===== config.mk =====
export PLATFORM = sky130hd
export DESIGN_NAME = huq_upstream_queue
export DESIGN_NICKNAME = d
export VERILOG_FILES = /design/src/rtl/huq_pkg.sv /design/src/rtl/huq_sync3.sv /design/src/rtl/huq_fifo.sv /design/src/rtl/huq_upstream_queue.sv
export SDC_FILE = /design/constraint.sdc
export NUM_CORES = 1
export LEC_CHECK = 0
export BUFFER_PORTS_ARGS = -buffer_cell sky130_fd_sc_hd__buf_2
export CORE_UTILIZATION = 55
export CTS_CLUSTER_SIZE = 14
export DETAILED_ROUTE_END_ITERATION = 10
export PLACE_DENSITY_LB_ADDON = 0.25
export SYNTH_ARGS = -nofsm -noshare
export SYNTH_HDL_FRONTEND = slang
export SYNTH_SLANG_ARGS = --single-unit

===== constraint.sdc =====
create_clock -name mclk -period 5 [get_ports mclk]
set_input_delay 0.5 -clock mclk [delete_from_list [all_inputs] [get_ports mclk]]
set_output_delay 0.5 -clock mclk [all_outputs]
set_load 0.05 [all_outputs]

===== src/rtl/huq_pkg.sv =====
// Shared constants, register map and carrier types of the upstream message queue
package huq_pkg;

  // Data widths and storage depth
  localparam int RX_W = 8;
  localparam int WORD_W = 16;
  localparam int FIFO_DEPTH = 32;
  localparam int PTR_W = 5;
  localparam int CNT_W = 6;
  localparam int ADR_W = 8;
  localparam int EV_W = 6;
  localparam int SYNC_W = RX_W + 5;

  // Register byte offsets
  localparam logic [ADR_W-1:0] ADR_BUF = 8'h00;
  localparam logic [ADR_W-1:0] ADR_CTRL = 8'h04;
  localparam logic [ADR_W-1:0] ADR_ISTS = 8'h08;
  localparam logic [ADR_W-1:0] ADR_ICLR = 8'h0c;
  localparam logic [ADR_W-1:0] ADR_IEN = 8'h10;

  // Status and control word fields
  localparam int STS_LVL = 0;
  localparam int STS_RDY = 4;
  localparam int STS_ERR = 5;
  localparam int STS_WSEL = 6;
  localparam int STS_CNT = 8;
  localparam int CTRL_ERR_CLR = 0;

  // Event bits of status, clear and enable registers
  localparam int EV_LVL = 0;
  localparam int EV_RDY = 4;
  localparam int EV_ERR = 5;

  // Indicator bits of the final character
  localparam int FIN_CHG_BIT = 2;
  localparam int FIN_KEY_BIT = 4;

  // Fill thresholds in words
  localparam logic [CNT_W-1:0] LVL_Q1 = 6'h08;
  localparam logic [CNT_W-1:0] LVL_HALF = 6'h10;
  localparam logic [CNT_W-1:0] LVL_Q3 = 6'h18;
  localparam logic [CNT_W-1:0] LVL_FULL = 6'h20;
  localparam logic [CNT_W-1:0] CNT_STEP = 6'h02;
  localparam logic [CNT_W-1:0] CNT_ROOM = 6'h1e;

  // Ready interrupt hold-off, least time, rounded up
  localparam int CLK_PERIOD_NS = 10;
  localparam int HOLDOFF_NS = 1000000;
  localparam int unsigned HOLDOFF_CYC_DEF = (HOLDOFF_NS + CLK_PERIOD_NS - 1) / CLK_PERIOD_NS;
  localparam int HOLD_W = 17;

  typedef enum logic [2:0] {
    MS_IDLE, MS_ADDR, MS_CHECK, MS_STAT, MS_FINAL, MS_PUSH2
  } huq_msg_st_t;

  // Receiver side signals, all from outside the clock domain
  typedef struct packed {
    logic [RX_W-1:0] data;
    logic char_stb;
    logic msg_stb;
    logic overrun;
    logic framing;
    logic parity;
  } huq_rx_t;

  typedef struct packed {
    logic en;
    logic [WORD_W-1:0] word;
  } huq_wr_t;

  typedef struct packed {
    huq_msg_st_t msg;
    logic [RX_W-1:0] addr_b;
    logic [RX_W-1:0] stat_b;
    logic [RX_W-1:0] fin_b;
    logic msg_err;
    logic char_p;
    logic msg_p;
    logic [CNT_W-1:0] fill_cnt;
    logic [3:0] lvl_p;
    logic wsel;
    logic err_flag;
    logic [EV_W-1:0] ev_sts;
    logic [EV_W-1:0] ev_en;
    logic [HOLD_W-1:0] holdoff;
    huq_wr_t wr;
    logic pop;
    logic ack;
    logic [31:0] dat;
    logic irq;
  } huq_state_t;

  localparam huq_state_t ST_RST = '0;

endpackage : huq_pkg


===== src/rtl/huq_sync3.sv =====
// Three-stage synchroniser that passes a change once stages two and three agree
`timescale 1ns/1ps
module huq_sync3 #(
  parameter int W = 1
) (
  input wire logic mclk,
  input wire logic resetn,
  input wire logic [W-1:0] d_i,
  output logic [W-1:0] q_o
);
  import huq_pkg::*;

  typedef struct packed {
    logic [W-1:0] s1;
    logic [W-1:0] s2;
    logic [W-1:0] s3;
    logic [W-1:0] o;
  } huq_sync_st_t;

  huq_sync_st_t s_q, s_d;

  // Stage one feeds stage two only; the filter looks at two and three
  always_comb begin
    s_d = s_q;
    s_d.s1 = d_i;
    s_d.s2 = s_q.s1;
    s_d.s3 = s_q.s2;
    if (s_q.s2 == s_q.s3) begin
      s_d.o = s_q.s3;
    end
  end

  always_ff @(posedge mclk or negedge resetn) begin
    if (!resetn) begin
      s_q <= '0;
    end else begin
      s_q <= s_d;
    end
  end

  assign q_o = s_q.o;

endmodule : huq_sync3


===== src/rtl/huq_fifo.sv =====
// Word store of the upstream queue; a message leaves as a pair of words
`timescale 1ns/1ps
module huq_fifo (
  input wire logic mclk,
  input wire logic resetn,
  input huq_pkg::huq_wr_t wr_i,
  input wire logic pop2_i,
  output logic [huq_pkg::WORD_W-1:0] head0_o,
  output logic [huq_pkg::WORD_W-1:0] head1_o
);
  import huq_pkg::*;

  typedef struct packed {
    logic [PTR_W-1:0] wp;
    logic [PTR_W-1:0] rp;
  } huq_ptr_t;

  huq_ptr_t s_q, s_d;
  logic [WORD_W-1:0] mem [FIFO_DEPTH];

  // Room is checked by the caller, so the pointers never pass each other
  always_comb begin
    s_d = s_q;
    if (wr_i.en) begin
      s_d.wp = PTR_W'(s_q.wp + 1'b1);
    end
    if (pop2_i) begin
      s_d.rp = PTR_W'(s_q.rp + 2'd2);
    end
  end

  always_ff @(posedge mclk or negedge resetn) begin
    if (!resetn) begin
      s_q <= '0;
    end else begin
      s_q <= s_d;
    end
  end

  // Storage has no reset; only counted words are ever read
  always_ff @(posedge mclk) begin
    if (wr_i.en) begin
      mem[s_q.wp] <= wr_i.word;
    end
  end

  assign head0_o = mem[s_q.rp];
  assign head1_o = mem[PTR_W'(s_q.rp + 1'b1)];

endmodule : huq_fifo


===== src/rtl/huq_upstream_queue.sv =====
// Upstream message queue: framing, filtering, word queue, host registers, interrupt
//
// Our own choices: the placing of the registers and register access over Wishbone.
`timescale 1ns/1ps
// Functional notes
// - Take 8-bit received characters with character and message sync strobes
// - Queue kept messages; host reads address word then status word from one register
// - Word select bit is zero at rest, one after first word, zero after second
// - Status word shows quarter, half, three-quarter and full levels
// - A level indicator becoming active requests an interrupt when enabled
// - Ready flag is high while the queue holds at least one word
// - Ready has its own enable; ready interrupt only while it is set
// - Check, overrun, framing and parity errors merge into one flag with enable
// - Discard the message when neither keystroke nor change bit is set
// - When either bit is set, write both message words into the queue
// - After a ready interrupt, block another ready interrupt for one millisecond
// - Ready and level indicators come from one upstream level counter
// - Level counter follows words written in and read out
module huq_upstream_queue #(
  parameter int unsigned HOLDOFF_CYC = huq_pkg::HOLDOFF_CYC_DEF
) (
  input wire logic mclk,
  input wire logic resetn,
  input wire logic wb_cyc_i,
  input wire logic wb_stb_i,
  input wire logic wb_we_i,
  input wire logic [huq_pkg::ADR_W-1:0] wb_adr_i,
  input wire logic [3:0] wb_sel_i,
  input wire logic [31:0] wb_dat_i,
  input huq_pkg::huq_rx_t rx_i,
  output logic [31:0] wb_dat_o,
  output logic wb_ack_o,
  output logic irq
);
  import huq_pkg::*;

  localparam logic [HOLD_W-1:0] HOLD_LOAD = HOLD_W'(HOLDOFF_CYC);

  huq_state_t s_q, s_d;
  huq_rx_t rx_s;
  logic [WORD_W-1:0] head0, head1;
  logic req, rdy, char_edge, msg_edge, in_msg, line_err, chk_bad, q_ovf;
  logic err_new, err_clr, pop_now, rdy_irq_now, fin_keep;
  logic [3:0] lvl;
  logic [EV_W-1:0] ev_set, ev_clr;
  logic [31:0] sts;

  // Receiver pins come from another domain
  huq_sync3 #(
    .W(SYNC_W)
  ) u_sync (
    .mclk(mclk),
    .resetn(resetn),
    .d_i(rx_i),
    .q_o(rx_s)
  );

  huq_fifo u_fifo (
    .mclk(mclk),
    .resetn(resetn),
    .wr_i(s_q.wr),
    .pop2_i(s_q.pop),
    .head0_o(head0),
    .head1_o(head1)
  );

  // Whole next-state: framer, level counter, bus slave, events
  always_comb begin
    s_d = s_q;
    s_d.wr = '0;
    s_d.ack = 1'b0;
    s_d.dat = '0;
    ev_set = '0;
    ev_clr = '0;
    chk_bad = 1'b0;
    q_ovf = 1'b0;
    err_clr = 1'b0;
    pop_now = 1'b0;
    fin_keep = 1'b0;
    req = wb_cyc_i & wb_stb_i & ~s_q.ack;
    char_edge = rx_s.char_stb & ~s_q.char_p;
    msg_edge = rx_s.msg_stb & ~s_q.msg_p;
    s_d.char_p = rx_s.char_stb;
    s_d.msg_p = rx_s.msg_stb;
    in_msg = (s_q.msg != MS_IDLE) && (s_q.msg != MS_PUSH2);
    line_err = char_edge & in_msg & (rx_s.overrun | rx_s.framing | rx_s.parity);

    // Indicators all derive from the one counter
    rdy = s_q.fill_cnt != '0;
    lvl[0] = s_q.fill_cnt >= LVL_Q1;
    lvl[1] = s_q.fill_cnt >= LVL_HALF;
    lvl[2] = s_q.fill_cnt >= LVL_Q3;
    lvl[3] = s_q.fill_cnt == LVL_FULL;
    sts = '0;
    sts[STS_LVL +: 4] = lvl;
    sts[STS_RDY] = rdy;
    sts[STS_ERR] = s_q.err_flag;
    sts[STS_WSEL] = s_q.wsel;
    sts[STS_CNT +: CNT_W] = s_q.fill_cnt;

    // Message framer: address, check, new status, final character
    case (s_q.msg)
      MS_ADDR: begin
        if (char_edge) begin
          s_d.addr_b = rx_s.data;
          s_d.msg = MS_CHECK;
        end
      end
      MS_CHECK: begin
        if (char_edge) begin
          chk_bad = rx_s.data != s_q.addr_b;
          s_d.msg = MS_STAT;
        end
      end
      MS_STAT: begin
        if (char_edge) begin
          s_d.stat_b = rx_s.data;
          s_d.msg = MS_FINAL;
        end
      end
      MS_FINAL: begin
        if (char_edge) begin
          s_d.fin_b = rx_s.data;
          s_d.msg = MS_IDLE;
          fin_keep = rx_s.data[FIN_KEY_BIT] | rx_s.data[FIN_CHG_BIT];
          // A message with a damaged character is never queued
          if (fin_keep && !line_err && !s_q.msg_err) begin
            if (s_q.fill_cnt > CNT_ROOM) begin
              q_ovf = 1'b1;
            end else begin
              s_d.wr.en = 1'b1;
              s_d.wr.word = {8'h00, s_q.addr_b};
              s_d.msg = MS_PUSH2;
            end
          end
        end
      end
      MS_PUSH2: begin
        s_d.wr.en = 1'b1;
        s_d.wr.word = {s_q.stat_b, s_q.fin_b};
        s_d.msg = MS_IDLE;
      end
      default: begin
        s_d.msg = MS_IDLE;
      end
    endcase
    s_d.msg_err = s_q.msg_err | line_err | chk_bad;
    // A new message sync restarts framing; a pending second write still goes out
    if (msg_edge) begin
      s_d.msg = MS_ADDR;
      s_d.msg_err = 1'b0;
    end
    err_new = line_err | chk_bad | q_ovf;

    // Wishbone slave, one wait state, unmapped reads return zero
    if (req) begin
      s_d.ack = 1'b1;
      case (wb_adr_i)
        ADR_BUF: begin
          if (!wb_we_i && rdy) begin
            s_d.dat = 32'(s_q.wsel ? head1 : head0);
            s_d.wsel = ~s_q.wsel;
            pop_now = s_q.wsel;
          end
        end
        ADR_CTRL: begin
          if (wb_we_i) begin
            err_clr = wb_sel_i[0] & wb_dat_i[CTRL_ERR_CLR];
          end else begin
            s_d.dat = sts;
          end
        end
        ADR_ISTS: begin
          if (!wb_we_i) begin
            s_d.dat = 32'(s_q.ev_sts);
          end
        end
        ADR_ICLR: begin
          if (wb_we_i && wb_sel_i[0]) begin
            ev_clr = wb_dat_i[EV_W-1:0];
          end
        end
        ADR_IEN: begin
          if (!wb_we_i) begin
            s_d.dat = 32'(s_q.ev_en);
          end else if (wb_sel_i[0]) begin
            s_d.ev_en = wb_dat_i[EV_W-1:0];
          end
        end
        default: begin
          s_d.dat = '0;
        end
      endcase
    end
    s_d.pop = pop_now;

    // Counter moves by a message pair in the PUSH2 cycle, as the first word lands, or on removal
    s_d.fill_cnt = s_q.fill_cnt + ((s_q.msg == MS_PUSH2) ? CNT_STEP : '0)
                   - (pop_now ? CNT_STEP : '0);

    // Sticky events; a set in the clearing cycle wins
    s_d.lvl_p = lvl;
    ev_set[EV_LVL +: 4] = lvl & ~s_q.lvl_p;
    ev_set[EV_RDY] = rdy && (s_q.holdoff == '0) && !s_q.ev_sts[EV_RDY];
    ev_set[EV_ERR] = err_new;
    s_d.err_flag = (s_q.err_flag & ~err_clr) | err_new;
    s_d.ev_sts = (s_q.ev_sts & ~ev_clr) | ev_set;

    // Hold-off starts when a ready request actually reaches the host
    rdy_irq_now = s_d.ev_sts[EV_RDY] & s_d.ev_en[EV_RDY];
    if (rdy_irq_now && !(s_q.ev_sts[EV_RDY] & s_q.ev_en[EV_RDY])) begin
      s_d.holdoff = HOLD_LOAD;
    end else if (s_q.holdoff != '0) begin
      s_d.holdoff = s_q.holdoff - 1'b1;
    end
    s_d.irq = |(s_d.ev_sts & s_d.ev_en);
  end

  always_ff @(posedge mclk or negedge resetn) begin
    if (!resetn) begin
      s_q <= ST_RST;
    end else begin
      s_q <= s_d;
    end
  end

  // Outputs come straight from the state register
  assign wb_dat_o = s_q.dat;
  assign wb_ack_o = s_q.ack;
  assign irq = s_q.irq;
endmodule : huq_upstream_queue


* Word-level counts from Yosys, hierarchy flattened
Memories as Yosys holds them, arrays and structs flattened.
Index checks and enable logic that the tools add are counted.
** Storage, ports and cells
- Register bits after elaboration :: 185
- Latch bits :: 0
- Bits in writable memories :: 512
- Bits in read-only memories :: 0
- Input port bits :: 62
- Word-level logic and storage cells :: 153
- Memories :: 1
** Memory list
- u_fifo.mem :: words 32, bits a word 16, read ports 2, clocked after memory_dff 0, write ports 1, RTL line huq_fifo.sv:19 : logic [WORD_W-1:0] mem [FIFO_DEPTH];
** Operators by class
- Add/sub/neg operators :: 6
- Multiply operators :: 0
- Div/mod/pow operators :: 0
- Magnitude comparators :: 4
- Equal/unequal tests :: 17
- Shift-type cells :: 0
- Multiplexer cells :: 45
- Bitwise logic cells :: 29
- Reduce and logical (&&, ||, !) cells :: 25
** Operator list (count)
- $mux 17 :: 5
- $pmux 16 s4 :: 1
- $mux 6 :: 9
- $pmux 17 s2 :: 1
- $mux 33 :: 1
- $mux 16 :: 2
- $mux 3 :: 6
- $logic_not 17->1 :: 1
- $reduce_bool 17->1 :: 1
- $sub 17x1->17 const B :: 1
- $eq 8x4->1 const B :: 2
- $mux 1 :: 15
- $ne 3x3->1 const B :: 5
- $mux 14 :: 1
- $eq 13x13->1 :: 1
- $and 6x6->6 :: 2
- $ge 6x5->1 const B :: 2
- $pmux 3 s4 :: 1
- $mux 11 :: 1
- $add 5x1->5 const B :: 2
- $and 1x1->1 :: 10
- $eq 8x3->1 const B :: 1
- $eq 8x5->1 const B :: 1
- $logic_and 1x1->1 :: 8
- 26 further kinds :: 46

* Depth between registers and ports, before layout
Gate-level depths: netlist of run 1.
- Depth in word-level cells :: 15
- Gate-level depth with buffers :: 12
- Mapped depth without buffers :: 12

* By module
Synthesis of run 1 repeated with hierarchy kept, for this count alone.
** Second synthesis, totals
- Cell total of the unflattened synthesis :: 1429
- Area, all modules :: 26751.9 um2
** By module, submodules not included
- huq_fifo :: instances 1, cells each 866, area each 19733.9 um2
- huq_upstream_queue :: instances 1, cells each 466, area each 5282.6 um2
- huq_sync3 :: instances 1, cells each 97, area each 1735.4 um2

* Worst setup path before layout of run 1
Ideal clock, no wire load.
- Kind :: register -> register
- Start :: register s_q[89] (netlist name)
- End :: register s_q[92] (netlist name)
- Library setup time :: 0.079 ns
- Data arrival time :: 3.530 ns
- Data required time :: 4.921 ns
- Setup slack :: 1.391 ns
- Cell stages (with the launch flop) :: 12
- Path buffers :: 0
- Clock period less this slack :: 3.609 ns
- Cells stage by stage :: dfrtp_1 > inv_1 > ha_1 > and3b_1 > or4_1 > or4_1 > or2_2 > fa_1 > fa_1 > a21o_1 > a21oi_1 > xor2_1
** RTL lines
- start: declaration :: RTL line huq_upstream_queue.sv:39 : huq_state_t s_q, s_d;
- start signal: assignment :: RTL line huq_upstream_queue.sv:221 : s_q <= ST_RST;
- start signal: assignment :: RTL line huq_upstream_queue.sv:223 : s_q <= s_d;

==> results of run 1 <==
[stage by stage]
| step | hold slack, ps | utilization, % | cells | worst slack [ps] | instance area (um2) |
|---|---|---|---|---|---|
| 6_report | 18.5 | 62.9 | 2157 | 958 | 30000 |
| 5_1_grt | -2.52 | 62.9 | 2157 | 789 | 30000 |
| 4_1_cts | 0.138 | 62.9 | 2156 | 961 | 30000 |
| 3_5_place_dp | 335 | 58.0 | 2021 | 983 | 27700 |
| 3_3_place_gp | 333 | 58.0 | 2021 | 1010 | 27700 |
| 2_1_floorplan | 204 | - | 1396 | 1390 | 26700 |
[cell type report]
type	instances	area, um2
inverters	24	90.1
well taps	615	769
clock inverters	24	206
repair buffers	111	772
multi-input cells	605	6630
fillers	3207	17700
clock buffers	99	2010
flip-flops and latches	679	19600
[path summary, 6_finish.rpt]
check,to,slack [ps],depth (start not counted)
setup reg to reg,s_q[92],960,11
max in group asynchronous,u_sync.s_q[13],3280,3
hold / removal,u_sync.s_d[31],20,1
hold reg to reg,u_sync.s_d[23],350,0
min in group asynchronous,s_q[60],430,2
setup / recovery,s_q[92],960,11
[critical path, stage by stage (launching register included)]
cell and delay, ps:
dfrtp_1 510, inv_1 160, ha_1 230, and3b_1 270, or4_1 410, or4_1 540, or2_2 370, fa_1 530
fa_1 450, a21o_1 170, a21oi_1 160, xor2_1 150
[kinds of logic (layout without fill, tap and decap cells)]
group / count (synthesis) / after routing / synth area share (%)
adders and majority gates: 20 / 20 / 0.987
muxes: 205 / 205 / 14.7
DFF: 679 / 679 / 73.5
AOI/OAI and AO/OA: 101 / 101 / 2.80
other: 1 / 16 / 0.0141
xor gates and xnor gates: 45 / 45 / 1.48
and+or+nand+nor: 218 / 218 / 4.35
buffers and inverters: 112 / 258 / 2.15
[timing repair]
action	in CTS	in global routing
hold endpoints to repair	61	1
resized for setup	0	0
hold buffers	12	1
buffers inserted	0	0
[registers in the layout, summed over array words and instances, names as in the netlist]
register and flops:
u_fifo.mem 512, s_q 88, u_sync.s_d 26, wb_dat_o 16, u_sync.q_o 13, u_sync.s_q 13
u_fifo.s_q 9, irq 1, wb_ack_o 1
[layer usage]
layer | up-vias | share of wire, % | wire length [um] | track usage (%)
li1 | 5649 | - | - | -
met1 | 7028 | 43 | 24300 | 34.1
met2 | 478 | 49 | 27700 | 37.1
met3 | 79 | 6.0 | 3400 | 4.19
met4 | 0 | 2.2 | 1260 | 6.50
met5 | - | 0 | 0 | 0
[synthesized netlist by cell type (5+ instances only)]
library cell	n	area share (%)
a211oi_1	11	0.31
a21oi_1	22	0.41
a221o_1	12	0.45
a22o_1	9	0.30
a22oi_1	9	0.25
and2_1	18	0.42
buf_1	8	0.11
buf_2	17	0.32
buf_4	33	0.93
clkbuf_1	29	0.41
dfrtp_1	167	16
edfxtp_1	512	58
ha_1	17	0.80
inv_1	23	0.32
mux2_2	47	2.0
mux2i_1	13	0.49
mux4_2	145	12
nand2_1	44	0.62
nand3_1	8	0.15
nand4_1	7	0.16
nor2_1	66	0.93
nor2b_1	6	0.14
nor3_1	18	0.34
nor4_1	8	0.19
o21ai_0	7	0.13
or2_2	5	0.12
xnor2_1	27	0.89
xor2_1	18	0.59
[power groups by stage]
stage               sequential [mW]  combinational [mW]  clock (mW)
finish                         6.09               0.265        5.05
global route                   6.09               0.299        5.32
CTS                            6.09               0.265        5.11
detailed placement             6.20               0.255           0
global placement               6.20               0.251           0
floorplan                      6.19               0.181           0
==> impl_metrics.yaml, run 1 <==
status:
  status: "finished, final reports clean"
critical_path:
  reg2reg_from: "s_q[90]"
  cp-startpoint: "s_q[90]"
  critPathKind: "flop to flop"
  end_kind: "flop"
  worst-path-max-fanout: 7
  arrival_ps: 4560
  required_ps: 5510
  cp-start-kind: "flop"
flow_run:
  cap_violations: 0
clock_tree:
  tritoncts: "yes"
  clk_path_buf_depth: 3
  clock-sinks: 679
  cts_buffers: 71
  clockRootBuffer: "clkbuf_16"
  htreeDepth: 3
  clock_latency_ps: 600
  clk_pin_slew_ps: 60
logic_synthesis:
  netlist_instances: 1381
  synth_edf_count: 512
  yosysUniqueCellTypes: 70
  syn_area_per_cell_um2: 19.3
  synth-seq-area-share_pct: 73.5
  synth_ff_type: "edfxtp_1"
  async_reset_ff_share_pct: 24.6
  ys_warn_count: 0
  ys_seq_elements: 679
  synth_area_mm2: 0.0266
sta:
  slew_headroom_pct: 21.2
  tns_ps: 0
  period_share_pct: 80.8
  tightestPinTransition_ps: 1180
  skew_ps: 23.0
  setup_viol: 0
  period_minus_slack_ps: 4040
  fmax_mhz: 247
  finalHoldViolCount: 0
  rsz0062_at_grt: "no"
  drv_slew: 0
route:
  drc: 0
  drtAntennaViolNets: 0
  post_drt_wl_per_cell_um: 26.2
  vias_per_cell: 6.14
  drt_iter0_markers: 1417
  dr.pass1.iters: 8
  vias: 13200
  routed_wl_um: 56600
cells_and_area:
  drive_gt1_share_pct: 28.4
  layout.nets: 1573
  areaGrowthSynthToFinish_pct: 12.9
  antenna_cells: 0
  layout_commonest_cell: "edfxtp_1"
  mostFrequentLayoutCells: "edfxtp_1, dfrtp_1, mux4_2, clkbuf_16, nor2_1"
hold_path:
  min_from: "rx_i[5]"
  hp-class: "input port to flop"
pwr:
  p_leak_nw: 9.01
  p_total_mw: 11.4
  power.net_switching_mw: 2.30
  ir_drop_mv: 0.240
  internal_power_mw: 9.10
  switching_share_pct: 20.1
  combPwrFrac_pct: 2.3
  pwr-share-clk_pct: 44.3
  p_seq_share_pct: 53.4
  p_per_area_mw_per_mm2: 379
die:
  die_y_um: 222
  rows: 80
  die_x_um: 222
  io-pin-count: 96
  die_area_mm2: 0.0493
  core_area_mm2: 0.0477
  initial_core_util_pct: 55.7
placed_design:
  place_congestion: 0.806
  dp_hpwl_um: 32500
  io_buffer_count: 50
grt:
  antenna_found_initial: 0
  grt_usage_pct: 23.5
  grt-ovfl-total: 0
  grt_max_degree: 97
  grt_pass1_wl_um: 84100
  grt_pass1_vias: 13300
Power figures use the tool's default switching activity.
==> run 2: changes to the inputs <==
==> constraint.sdc (replaced) <==
create_clock -name mclk -period 4.2 [get_ports mclk]
set_input_delay 0.42 -clock mclk [delete_from_list [all_inputs] [get_ports mclk]]
set_output_delay 0.42 -clock mclk [all_outputs]
set_load 0.05 [all_outputs]
==> run 2 against run 1 <==
  * The flow now finishes with violations (hold timing)
  * Global-route usage is essentially flat
  * Cell count rose by 0.46%
  * Sequential power is 19% higher
  * Count of clock-buffer cells in the layout increased by 7
  * Sequential share of layout area is 0.21 points lower
  * Combinational power increased by 27%
  * Total power grew 19%
  * Critical path type unchanged
  * Largest power group unchanged
  * Highest routed layer unchanged
==> impl_metrics.yaml, run 2 (same netlist as run 1, synthesis figures left out) <==
status:
  status: "finished, violations left"
  violations: "hold timing"
critical_path:
  arrival_ps: 4490
  critPathKind: "flop to flop"
  worstRegToRegCells: 11
  worst-path-max-fanout: 6
  cp-start-kind: "flop"
  end_kind: "flop"
  reg2reg_slack_ps: 220
  required_ps: 4700
placed_design:
  io_buffer_count: 50
  pre_cts_slack_ps: 265
  place_congestion: 0.801
  dp_hpwl_um: 31700
  placed_cell_area_mm2: 0.0278
  placed_cells: 2027
route:
  vias: 13200
  vias_per_cell: 6.10
  post_drt_wl_per_cell_um: 25.6
  drt_iter0_markers: 1246
  dr.pass1.iters: 5
  drc: 0
  drtAntennaViolNets: 0
  routed_wl_um: 55500
cells_and_area:
  antenna_cells: 0
  final_cells: 2167
  finalInstanceArea_mm2: 0.0301
  top_register: "u_fifo.mem"
  layout.nets: 1577
  drive_gt1_share_pct: 28.5
  mostFrequentLayoutCells: "edfxtp_1, dfrtp_1, mux4_2, clkbuf_16, nor2_1"
  largest_reg_flops: 512
  areaGrowthSynthToFinish_pct: 13.3
  layout_commonest_cell: "edfxtp_1"
  fillerInstances: 3248
  fin_util_pct: 63.1
sta:
  tightestPinTransition_ps: 1140
  setup_slack_ps: 217
  finalHoldViolCount: 24
  hold_ws_ps: -63.5
  setup_viol: 0
  fmax_mhz: 251
  slew_headroom_pct: 24.3
  drv_slew: 0
  skew_ps: 27.3
  tns_ps: 0
  period_share_pct: 94.8
  period_minus_slack_ps: 3980
  rsz0062_at_grt: "no"
die:
  rows: 80
  io-pin-count: 96
  initial_core_util_pct: 55.7
  die_area_mm2: 0.0493
  core_area_mm2: 0.0477
  die_y_um: 222
  die_x_um: 222
hold_path:
  hp-class: "input port to async pin"
clock_tree:
  clock-sinks: 679
  postCtsSetupBuffers: 0
  clk_path_buf_depth: 3
  clockRootBuffer: "clkbuf_16"
  tritoncts: "yes"
  clock_latency_ps: 600
  htreeDepth: 3
  cts_buffers: 69
  clk_pin_slew_ps: 60
pwr:
  ir_drop_mv: 0.275
  switching_share_pct: 19.9
  p_seq_share_pct: 53.2
  p_leak_nw: 9.05
  power.net_switching_mw: 2.71
  combPwrFrac_pct: 2.5
  p_total_mw: 13.6
  p_per_area_mw_per_mm2: 451
  internal_power_mw: 10.9
  pwr-share-clk_pct: 44.3
grt:
  grt-ovfl-total: 0
  grt_max_degree: 101
  grt_pass1_wl_um: 84700
  grt_usage_pct: 23.4
  grt_pass1_vias: 13600
  antenna_found_initial: 0
flow_run:
  cap_violations: 0
[run 2: cell types whose count changed in the layout (fill, tap and decap cells not counted), moves of 2 or more]
cell	before	now
clkbuf_1	17	25
clkinv_2	6	8
buf_12	2	4
buf_4	46	50
inv_4	4	0
clkinv_1	7	4
[run 2: path summary, 6_finish.rpt]
path                                start             end
max                               s_q[89]         s_q[92]
min                                resetn         s_q[63]
max reg2reg                       s_q[89]         s_q[92]
min reg2reg                u_sync.s_d[27]  u_sync.s_d[14]
max in group asynchronous          resetn  u_sync.s_d[31]
min in group mclk             wb_dat_i[5]         s_q[74]
[run 2: power by group through the flow]
stage / Clock (mW) / Combinational, mW / Sequential, mW
finish: 6.03 / 0.337 / 7.24
floorplan: 0 / 0.216 / 7.37
global placement: 0 / 0.319 / 7.37
global route: 6.37 / 0.378 / 7.24
detailed placement: 0 / 0.324 / 7.37
CTS: 6.12 / 0.340 / 7.24
[run 2: area by class of cell]
cell class | count | area (um2) | area share (%)
clock buffer | 106 | 2020 | 6.70
clock inverter | 21 | 225 | 0.747
inverter | 24 | 90.1 | 0.299
multi-input combinational | 605 | 6630 | 22.0
sequential | 679 | 19600 | 64.9
tap | 615 | 769 | 2.55
timing repair buffer | 117 | 842 | 2.79
[run 2: metal layers]
| metal | track usage [%] | share of wire (%) | vias to the layer above |
|---|---|---|---|
| met2 | 37.2 | 49 | 480 |
| met4 | 8.13 | 2.5 | 0 |
| met5 | 0 | 0 | - |
| li1 | - | - | 5671 |
| met3 | 3.39 | 6.1 | 73 |
| met1 | 33.8 | 43 | 6995 |
[run 2: what timing repair did]
action,in CTS,in global routing
gates resized for setup,0,0
hold buffers,13,0
hold endpoints to repair,13,0
setup endpoints to repair,0,0
[run 2: critical path, stage by stage (launching register included)]
cell and delay (ps):
dfrtp_1 480, inv_1 160, ha_1 240, and3b_1 250, or4_1 410, or4_1 510
or2_2 380, fa_1 540, fa_1 440, a21o_1 180, a21oi_1 160, xor2_1 150
